`config.mk`:
```
export PLATFORM = sky130hd
export DESIGN_NAME = auto_ack_radio_transactions
export DESIGN_NICKNAME = d
export VERILOG_FILES = /design/src/hdl/link_pkg.sv /design/src/hdl/auto_ack_radio_transactions.sv /design/src/hdl/phase_timer.sv /design/src/hdl/irq_flags.sv
export VERILOG_INCLUDE_DIRS = /design/src /design/src/hdl
export SDC_FILE = /design/constraint.sdc
export NUM_CORES = 1
export LEC_CHECK = 0
export BUFFER_PORTS_ARGS = -buffer_cell sky130_fd_sc_hd__buf_2
export CAP_MARGIN = 20
export CORE_AREA = 10 10 80 82
export DETAILED_ROUTE_END_ITERATION = 8
export DIE_AREA = 0 0 90 92
export PLACE_DENSITY = 0.83
export SYNTH_ARGS = -nofsm -noshare
export SYNTH_HDL_FRONTEND = slang
export SYNTH_SLANG_ARGS = --single-unit
```
`constraint.sdc`:
```
create_clock -name core_clk -period 2.7 [get_ports core_clk]
set_input_delay 0.27 -clock core_clk [delete_from_list [all_inputs] [get_ports core_clk]]
set_output_delay 0.27 -clock core_clk [all_outputs]
set_load 0.02 [all_outputs]
```
`src/hdl/link_defines.svh`:
```
// Constants for the auto-acknowledge link controller
`ifndef LINK_DEFINES_SVH
`define LINK_DEFINES_SVH

`define CLK_MHZ        100
`define ACTIVATE_US    10
`define ACTIVATE_CYC   (`ACTIVATE_US * `CLK_MHZ)
`define TURN_US        130
`define TURN_CYC       (`TURN_US * `CLK_MHZ)
`define ACK_WAIT_US    250
`define ACK_WAIT_CYC   (`ACK_WAIT_US * `CLK_MHZ)
`define TMR_W          16
`define ACT_W          10
`define RTX_W          4
`define PID_W          2
`define IRQ_N          3
`define IRQ_RX         0
`define IRQ_TX         1
`define IRQ_RT         2
`define TMR_ZERO       16'h0000
`define TMR_ONE        16'h0001

`endif

```
`src/hdl/link_pkg.sv`:
```
// Types shared by the auto-acknowledge link controller
`include "link_defines.svh"

package link_pkg;

    typedef enum logic [2:0] {
        PH_IDLE,
        PH_SETTLE,
        PH_SEND,
        PH_WAIT_ACK,
        PH_LISTEN,
        PH_ACK_SETTLE,
        PH_ACK_SEND
    } phase_t;

    typedef struct packed {
        phase_t              phase;
        logic [`ACT_W-1:0]   act_cnt;
        logic                locked;
        logic [`RTX_W-1:0]   rtx;
        logic                addr_hold;
        logic [`PID_W-1:0]   last_pid;
        logic                pid_valid;
        logic                ack_inflight;
        logic                tx_start;
        logic                tx_is_ack;
        logic                tx_pay;
        logic [`PID_W-1:0]   tx_pid;
        logic                rx_en;
        logic                tx_pop;
        logic                pay_pop;
        logic [`IRQ_N-1:0]   irq_set;
    } link_state_t;

    typedef struct packed {
        logic [`TMR_W-1:0] cnt;
    } tmr_state_t;

    typedef struct packed {
        logic [`IRQ_N-1:0] flag;
    } irq_state_t;

endpackage

```
`src/hdl/auto_ack_radio_transactions.sv`:
```
// Auto-acknowledge and retransmit controller of a packet radio link layer
//
// Functional notes
// - Packet goes on air 130 us after activation
// - Transmitter turns to receive after sending
// - Receiver flags host, then returns acknowledge
// - Acknowledge received: flag host, pop packet
// - Data-received flag once packet fully received
// - Data-sent flag on transmitter only when acknowledge arrives
// - No acknowledge in slot: retransmit same packet
// - Address matched: stay receiving until done
// - Queued acknowledge payload rides in acknowledge
// - Payload data-sent only after next new packet
// - Duplicate identifier: discard, still acknowledge
// - Retry limit: flag, keep packet queued
`timescale 1ns/1ns
`include "link_defines.svh"

module auto_ack_radio_transactions #(
    parameter logic [`TMR_W-1:0] TURN_CYC     = `TMR_W'(`TURN_CYC),
    parameter logic [`TMR_W-1:0] ACK_WAIT_CYC = `TMR_W'(`ACK_WAIT_CYC)
) (
    // Clock and reset
    input  wire logic              core_clk,
    input  wire logic              rst,
    // Host control
    input  wire logic              radio_enable,
    input  wire logic              primary_tx_mode,
    input  wire logic [`RTX_W-1:0] retransmit_limit,
    input  wire logic              tx_pending,
    input  wire logic [`PID_W-1:0] tx_pid,
    input  wire logic              ack_payload_ready,
    input  wire logic [`IRQ_N-1:0] irq_clear,
    // Host status
    output logic                   data_received_irq,
    output logic                   data_sent_irq,
    output logic                   retry_limit_irq,
    output logic                   tx_pop,
    output logic                   ack_payload_pop,
    output logic [`RTX_W-1:0]      retransmit_counter,
    // Air side, transmit
    output logic                   air_tx_start,
    output logic                   air_tx_is_ack,
    output logic                   air_tx_with_payload,
    output logic [`PID_W-1:0]      air_tx_pid,
    input  wire logic              air_tx_done,
    // Air side, receive
    output logic                   air_rx_enable,
    input  wire logic              air_addr_match,
    input  wire logic              air_rx_done,
    input  wire logic              air_rx_crc_ok,
    input  wire logic              air_rx_is_ack,
    input  wire logic              air_rx_has_payload,
    input  wire logic [`PID_W-1:0] air_rx_pid
);

    link_pkg::link_state_t s;
    link_pkg::link_state_t next_s;
    logic                  tmr_load;
    logic [`TMR_W-1:0]     tmr_val;
    logic                  tmr_zero;
    logic                  activated;
    logic                  ack_ok;
    logic                  data_ok;
    logic                  new_pid;
    logic                  timeout;
    logic [`IRQ_N-1:0]     flags;

    // ************************************************************
    // Decode of air events
    // ************************************************************
    assign activated = radio_enable && (s.act_cnt == `ACT_W'(`ACTIVATE_CYC));
    assign ack_ok    = air_rx_done && air_rx_crc_ok && air_rx_is_ack;
    assign data_ok   = air_rx_done && air_rx_crc_ok && !air_rx_is_ack;
    assign new_pid   = !s.pid_valid || (air_rx_pid != s.last_pid);
    // Address seen this cycle also holds off the slot expiry
    assign timeout   = tmr_zero && !s.addr_hold && !air_addr_match && !air_rx_done;

    // ************************************************************
    // Transaction sequencer
    // ************************************************************
    always_comb begin
        next_s         = s;
        next_s.tx_start = 1'b0;
        next_s.tx_pop   = 1'b0;
        next_s.pay_pop  = 1'b0;
        next_s.irq_set  = '0;
        tmr_load        = 1'b0;
        tmr_val         = TURN_CYC;
        // Enable must drop before a locked sequence may restart
        if (!radio_enable) begin
            next_s.act_cnt = '0;
            next_s.locked  = 1'b0;
        end else if (!activated) begin
            next_s.act_cnt = s.act_cnt + `ACT_W'(1);
        end
        unique case (s.phase)
            link_pkg::PH_IDLE: begin
                next_s.rx_en = 1'b0;
                if (primary_tx_mode) begin
                    if (activated && !s.locked && tx_pending) begin
                        next_s.rtx   = '0;
                        next_s.phase = link_pkg::PH_SETTLE;
                        tmr_load     = 1'b1;
                    end
                end else if (radio_enable) begin
                    next_s.rx_en = 1'b1;
                    next_s.phase = link_pkg::PH_LISTEN;
                end
            end
            link_pkg::PH_SETTLE: begin
                if (tmr_zero) begin
                    next_s.tx_start  = 1'b1;
                    next_s.tx_is_ack = 1'b0;
                    next_s.tx_pay    = 1'b0;
                    next_s.tx_pid    = tx_pid;
                    next_s.phase     = link_pkg::PH_SEND;
                end
            end
            link_pkg::PH_SEND: begin
                if (air_tx_done) begin
                    next_s.rx_en     = 1'b1;
                    next_s.addr_hold = 1'b0;
                    next_s.phase     = link_pkg::PH_WAIT_ACK;
                    tmr_load         = 1'b1;
                    tmr_val          = ACK_WAIT_CYC;
                end
            end
            link_pkg::PH_WAIT_ACK: begin
                if (air_addr_match) begin
                    next_s.addr_hold = 1'b1;
                end
                if (air_rx_done) begin
                    next_s.addr_hold = 1'b0;
                end
                if (ack_ok) begin
                    next_s.irq_set[`IRQ_TX] = 1'b1;
                    next_s.irq_set[`IRQ_RX] = air_rx_has_payload;
                    next_s.tx_pop           = 1'b1;
                    next_s.rx_en            = 1'b0;
                    next_s.phase            = link_pkg::PH_IDLE;
                end else if (timeout) begin
                    next_s.rx_en = 1'b0;
                    if (s.rtx >= retransmit_limit) begin
                        // Packet stays queued; host flushes or toggles enable
                        next_s.irq_set[`IRQ_RT] = 1'b1;
                        next_s.locked           = 1'b1;
                        next_s.phase            = link_pkg::PH_IDLE;
                    end else begin
                        next_s.rtx   = s.rtx + `RTX_W'(1);
                        next_s.phase = link_pkg::PH_SETTLE;
                        tmr_load     = 1'b1;
                    end
                end
            end
            link_pkg::PH_LISTEN: begin
                if (!radio_enable) begin
                    next_s.rx_en = 1'b0;
                    next_s.phase = link_pkg::PH_IDLE;
                end else if (data_ok) begin
                    if (new_pid) begin
                        next_s.irq_set[`IRQ_RX] = 1'b1;
                        next_s.last_pid         = air_rx_pid;
                        next_s.pid_valid        = 1'b1;
                        if (s.ack_inflight) begin
                            next_s.irq_set[`IRQ_TX] = 1'b1;
                            next_s.pay_pop          = 1'b1;
                            next_s.ack_inflight     = 1'b0;
                        end
                    end
                    // Duplicates fall through to the acknowledge unflagged
                    next_s.rx_en = 1'b0;
                    next_s.phase = link_pkg::PH_ACK_SETTLE;
                    tmr_load     = 1'b1;
                end
            end
            link_pkg::PH_ACK_SETTLE: begin
                if (tmr_zero) begin
                    next_s.tx_start  = 1'b1;
                    next_s.tx_is_ack = 1'b1;
                    next_s.tx_pay    = ack_payload_ready;
                    next_s.tx_pid    = s.last_pid;
                    next_s.phase     = link_pkg::PH_ACK_SEND;
                end
            end
            link_pkg::PH_ACK_SEND: begin
                if (air_tx_done) begin
                    next_s.ack_inflight = s.ack_inflight | s.tx_pay;
                    next_s.rx_en        = 1'b1;
                    next_s.phase        = link_pkg::PH_LISTEN;
                end
            end
            default: begin
                next_s.rx_en = 1'b0;
                next_s.phase = link_pkg::PH_IDLE;
            end
        endcase
    end

    always_ff @(posedge core_clk) begin
        if (rst) begin
            s <= '0;
        end else begin
            s <= next_s;
        end
    end

    // ************************************************************
    // Timer and flags
    // ************************************************************
    phase_timer u_timer (
        .core_clk (core_clk),
        .rst      (rst),
        .load     (tmr_load),
        .load_val (tmr_val),
        .zero     (tmr_zero)
    );

    irq_flags u_flags (
        .core_clk (core_clk),
        .rst      (rst),
        .set      (s.irq_set),
        .clr      (irq_clear),
        .flags    (flags)
    );

    assign data_received_irq   = flags[`IRQ_RX];
    assign data_sent_irq       = flags[`IRQ_TX];
    assign retry_limit_irq     = flags[`IRQ_RT];
    assign tx_pop              = s.tx_pop;
    assign ack_payload_pop     = s.pay_pop;
    assign retransmit_counter  = s.rtx;
    assign air_tx_start        = s.tx_start;
    assign air_tx_is_ack       = s.tx_is_ack;
    assign air_tx_with_payload = s.tx_pay;
    assign air_tx_pid          = s.tx_pid;
    assign air_rx_enable       = s.rx_en;

    // ************************************************************
    // Checks
    // ************************************************************
    logic [`TMR_W-1:0] turn_cnt;

    always_ff @(posedge core_clk) begin
        if (rst || air_tx_start) begin
            turn_cnt <= '0;
        end else if (s.phase == link_pkg::PH_SETTLE) begin
            turn_cnt <= turn_cnt + `TMR_ONE;
        end
    end
endmodule // auto_ack_radio_transactions

```
`src/hdl/phase_timer.sv`:
```
// Down counter timing the radio turnaround and acknowledge wait
`timescale 1ns/1ns
`include "link_defines.svh"

module phase_timer (
    // Clock and reset
    input  wire logic              core_clk,
    input  wire logic              rst,
    // Control
    input  wire logic              load,
    input  wire logic [`TMR_W-1:0] load_val,
    // Status
    output logic                   zero
);

    link_pkg::tmr_state_t s;
    link_pkg::tmr_state_t next_s;

    always_comb begin
        next_s = s;
        if (load) begin
            next_s.cnt = load_val;
        end else if (s.cnt != `TMR_ZERO) begin
            next_s.cnt = s.cnt - `TMR_ONE;
        end
    end

    always_ff @(posedge core_clk) begin
        if (rst) begin
            s <= '0;
        end else begin
            s <= next_s;
        end
    end

    assign zero = (s.cnt == `TMR_ZERO);

endmodule // phase_timer

```
`src/hdl/irq_flags.sv`:
```
// Sticky interrupt flags, set wins over clear
`timescale 1ns/1ns
`include "link_defines.svh"

module irq_flags (
    // Clock and reset
    input  wire logic             core_clk,
    input  wire logic             rst,
    // Events and host clears
    input  wire logic [`IRQ_N-1:0] set,
    input  wire logic [`IRQ_N-1:0] clr,
    // Flags
    output logic [`IRQ_N-1:0]     flags
);

    link_pkg::irq_state_t s;
    link_pkg::irq_state_t next_s;
    logic [`IRQ_N-1:0]    next_bits;

    genvar i;
    generate
        for (i = 0; i < `IRQ_N; i++) begin : g_flag
            assign next_bits[i] = set[i] | (s.flag[i] & ~clr[i]);
        end
    endgenerate

    always_comb begin
        next_s      = s;
        next_s.flag = next_bits;
    end

    always_ff @(posedge core_clk) begin
        if (rst) begin
            s <= '0;
        end else begin
            s <= next_s;
        end
    end

    assign flags = s.flag;
endmodule // irq_flags

```
==> summary.txt <==
Synthesis
  – Post-Syn Area: 2710 um2
  – Post-synth EDFFs: 0
  – Async set-reset flop share out of synthesis: 0
  – Register area share after synthesis: 0.392
  – Distinct cell type count after synthesis: 51
  – Dominant cell type by area after synthesis: dfxtp_1
  – Synthesized Nets: between 300 and 400
  – Seq cells post-synth: 53
  – Top area cells in the synthesized netlist: dfxtp_1 39%, nor2_1 6.1%, a21oi_1 4.8%, xor2_1 4.5%, ha_1 4.2%
  – Synth Flop Type: dfxtp_1
  – Most common cell in the netlist: dfxtp_1
  – Post-Syn Instances: 320
  – Post-synth top cells: 53 x dfxtp_1, 44 x nor2_1, 26 x a21oi_1
  – Syn_area_per_cell: about 8.5 um2
  – Synth warn: 0
  – Top-area cell type share of the netlist area: 0.392

Placement
  – # placed instances: just over 400
  – IO buf count: 37
  – Post-DP HPWL: about 4.3 mm
  – Placed Instance Area: 2890 um2
  – Placer Congestion: approximately 0.84

Finish
  – Post-route insts no fill: 419
  – Nets: 380
  – Share of cells above drive strength 1: 0.181
  – Post-route cell area: around 3000 um2
  – # diodes: 0
  – Area delta synth->final: 10.9%
  – Fillcell total: 426

CTS
  – Hold_buf cts: 0
  – CTS Buf Count: 5
  – H-tree Lvls: 2
  – Post-cts resize count: 0
  – Worst-path clk slew: 0.09 ns
  – Clock sinks: 53
  – Clock Latency Late Sink: approximately 0.31 ns
  – CTS tree: yes
  – Clock buffer depth: 2
  – Root Driver: clkbuf_8
  – Setup Fix Bufs, Post-CTS: 0

Timing
  – Fin crit share: 0.912
  – Endpoints failing hold: 0
  – FMAX: 406 MHz
  – Least-Margin Pin Slew: 0.598 ns
  – Worst Skew: 0.0100 ns
  – Unrepaired setup endpoints after global routing: false
  – Final setup vio count: 0
  – Final slew viol count: 0
  – Max transition margin: 0.601
  – Total negative setup slack: 0 ns
  – Min Tclk post-route: 2.46 ns

Status
  – Status: completed

Worst hold path
  – HP Class: in -> reg

Floorplanning
  – Core Rows: 26
  – Initial core utilization: 0.552
  – Die area: approximately 8300 um2
  – Die width: 90 um
  – # IOs: 38
  – Die Y-Extent: 92 um
  – Core area: 4910 um2

GRT
  – Initial antenna violation count: 0
  – Vias in the first global route: 2248
  – GRT Residual Overflow: 0
  – First-pass GRT wire length: roughly 10 mm
  – Total GRT Usage: 0.140
  – Pin count of the biggest net entering global routing: 32

Critical path
  – Max FO, Critical Path: 6
  – CP Class: reg -> reg
  – Required @ worst endpoint: 2.90 ns
  – WP data arrival: 2.66 ns
  – Type of origin of the critical path: register
  – Kind of end point of the critical path: register
  – R2R setup slack: 0.24 ns

Route
  – Routed Antenna Nets: 0
  – Routed vias/inst: ~5.4
  – DR WL met2: 2.89 mm
  – DRC viols: 0
  – M1 wire length: approximately 2.6 mm
  – Top sig layer: met4
  – Via count: approximately 2300
  – Per-cell routed wire length: approximately 14 um
  – Number of iterations in the first detailed-routing pass: 4
  – Post-Route WL: 5.82 mm
  – Routed wl met3: around 210 um
  – Initial DRC Count: roughly 130

Job
  – Max-cap viol count: 0

Power and ir drop
  – Peak supply drop: 0.416 mV
  – Pwr dens: a little under 800 nW/um2
  – Leak: 1.23 nW
logic make-up (layout without fill, tap and decap cells):
logic type,Yosys count,count (layout),share of synthesized area
and+or+nand+nor,144,144,0.291
DFF,53,53,0.392
AOI/OAI and AO/OA,52,52,0.119
buffers and inverters,31,60,0.0540
xor gates and xnor gates,24,24,0.0776
adders and majority gates,9,9,0.0416
muxes,7,7,0.0259
routing by layer:
layer  global-route usage  vias up
met5                    0        -
met1                0.165     1045
met4               0.0517        0
met2                0.247       49
li1                     -     1160
met3               0.0269        8
where the power goes:
group | switching [W] | internal (W) | total (W)
registers | 0.000110 | 0.000878 | 0.000988
logic | 0.000446 | 0.000364 | 0.000810
clock network | 0.000259 | 0.000278 | 0.000537
sequential cells by signal, summed over array words and instances (netlist names):
| register | cells |
|---|---|
| tx_pop | 1 |
| air_rx_enable | 1 |
| air_tx_with_payload | 1 |
| u_flags.flags | 3 |
| air_tx_start | 1 |
| s | 22 |
| ack_payload_pop | 1 |
| u_timer.s | 16 |
| air_tx_pid | 2 |
| retransmit_counter | 4 |
| air_tx_is_ack | 1 |
layout make-up:
type                            count  area [um2]  area share
Inverter                           15        56.3      0.0187
Clock inverter                      3        43.8      0.0146
Tap cell                           70        87.6      0.0291
Multi-Input combinational cell    236        1500       0.500
Clock buffer                        5        68.8      0.0229
Timing Repair Buffer               37         185      0.0616
Sequential cell                    53        1060       0.353
per-stage QoR:
stage | setup slack [ns] | hold WS (ns) | util | total power (W)
after global placement | 0.432 | 0.420 | 0.589 | 0.00177
after detailed placement | 0.297 | 0.439 | 0.589 | 0.00180
final | 0.239 | 0.233 | 0.612 | 0.00234
after floorplan | 0.559 | 0.359 | - | 0.00164
after CTS | 0.258 | 0.224 | 0.612 | 0.00234
after global routing | 0.0532 | 0.235 | 0.612 | 0.00249
layout by cell type (no fill, tap or decap), drive strengths merged, types with 4 or more instances in the layout:
cell / n
buf: 37
a21oi: 28
nor3: 11
xor2: 14
or4: 4
and2: 5
or2: 5
nand3: 17
o21ai: 9
clkbuf: 5
dfxtp: 53
nor2: 45
mux2i: 7
nand2: 17
nand2b: 7
nor4: 7
xnor2: 10
ha: 9
and3: 7
inv: 16
worst max-delay path, cell delays in order (launching register included):
cell and delay (ns):
dfxtp_1 0.34, inv_1 0.13, ha_1 0.15, or3b_2 0.52, nor4_4 0.51, a21oi_2 0.19
a21oi_4 0.18, nand2_1 0.09, o41ai_1 0.25
worst paths after layout:
kind / start / endpoint / depth (start not counted)
worst max-delay path: u_timer.s[0] / retransmit_counter[3] / 8
worst min-delay path: air_rx_pid[1] / s[14] / 3
worst max register to register: u_timer.s[0] / retransmit_counter[3] / 8
worst min register to register: s[0] / u_flags.flags[0] / 2
Power figures use the tool's default switching activity.
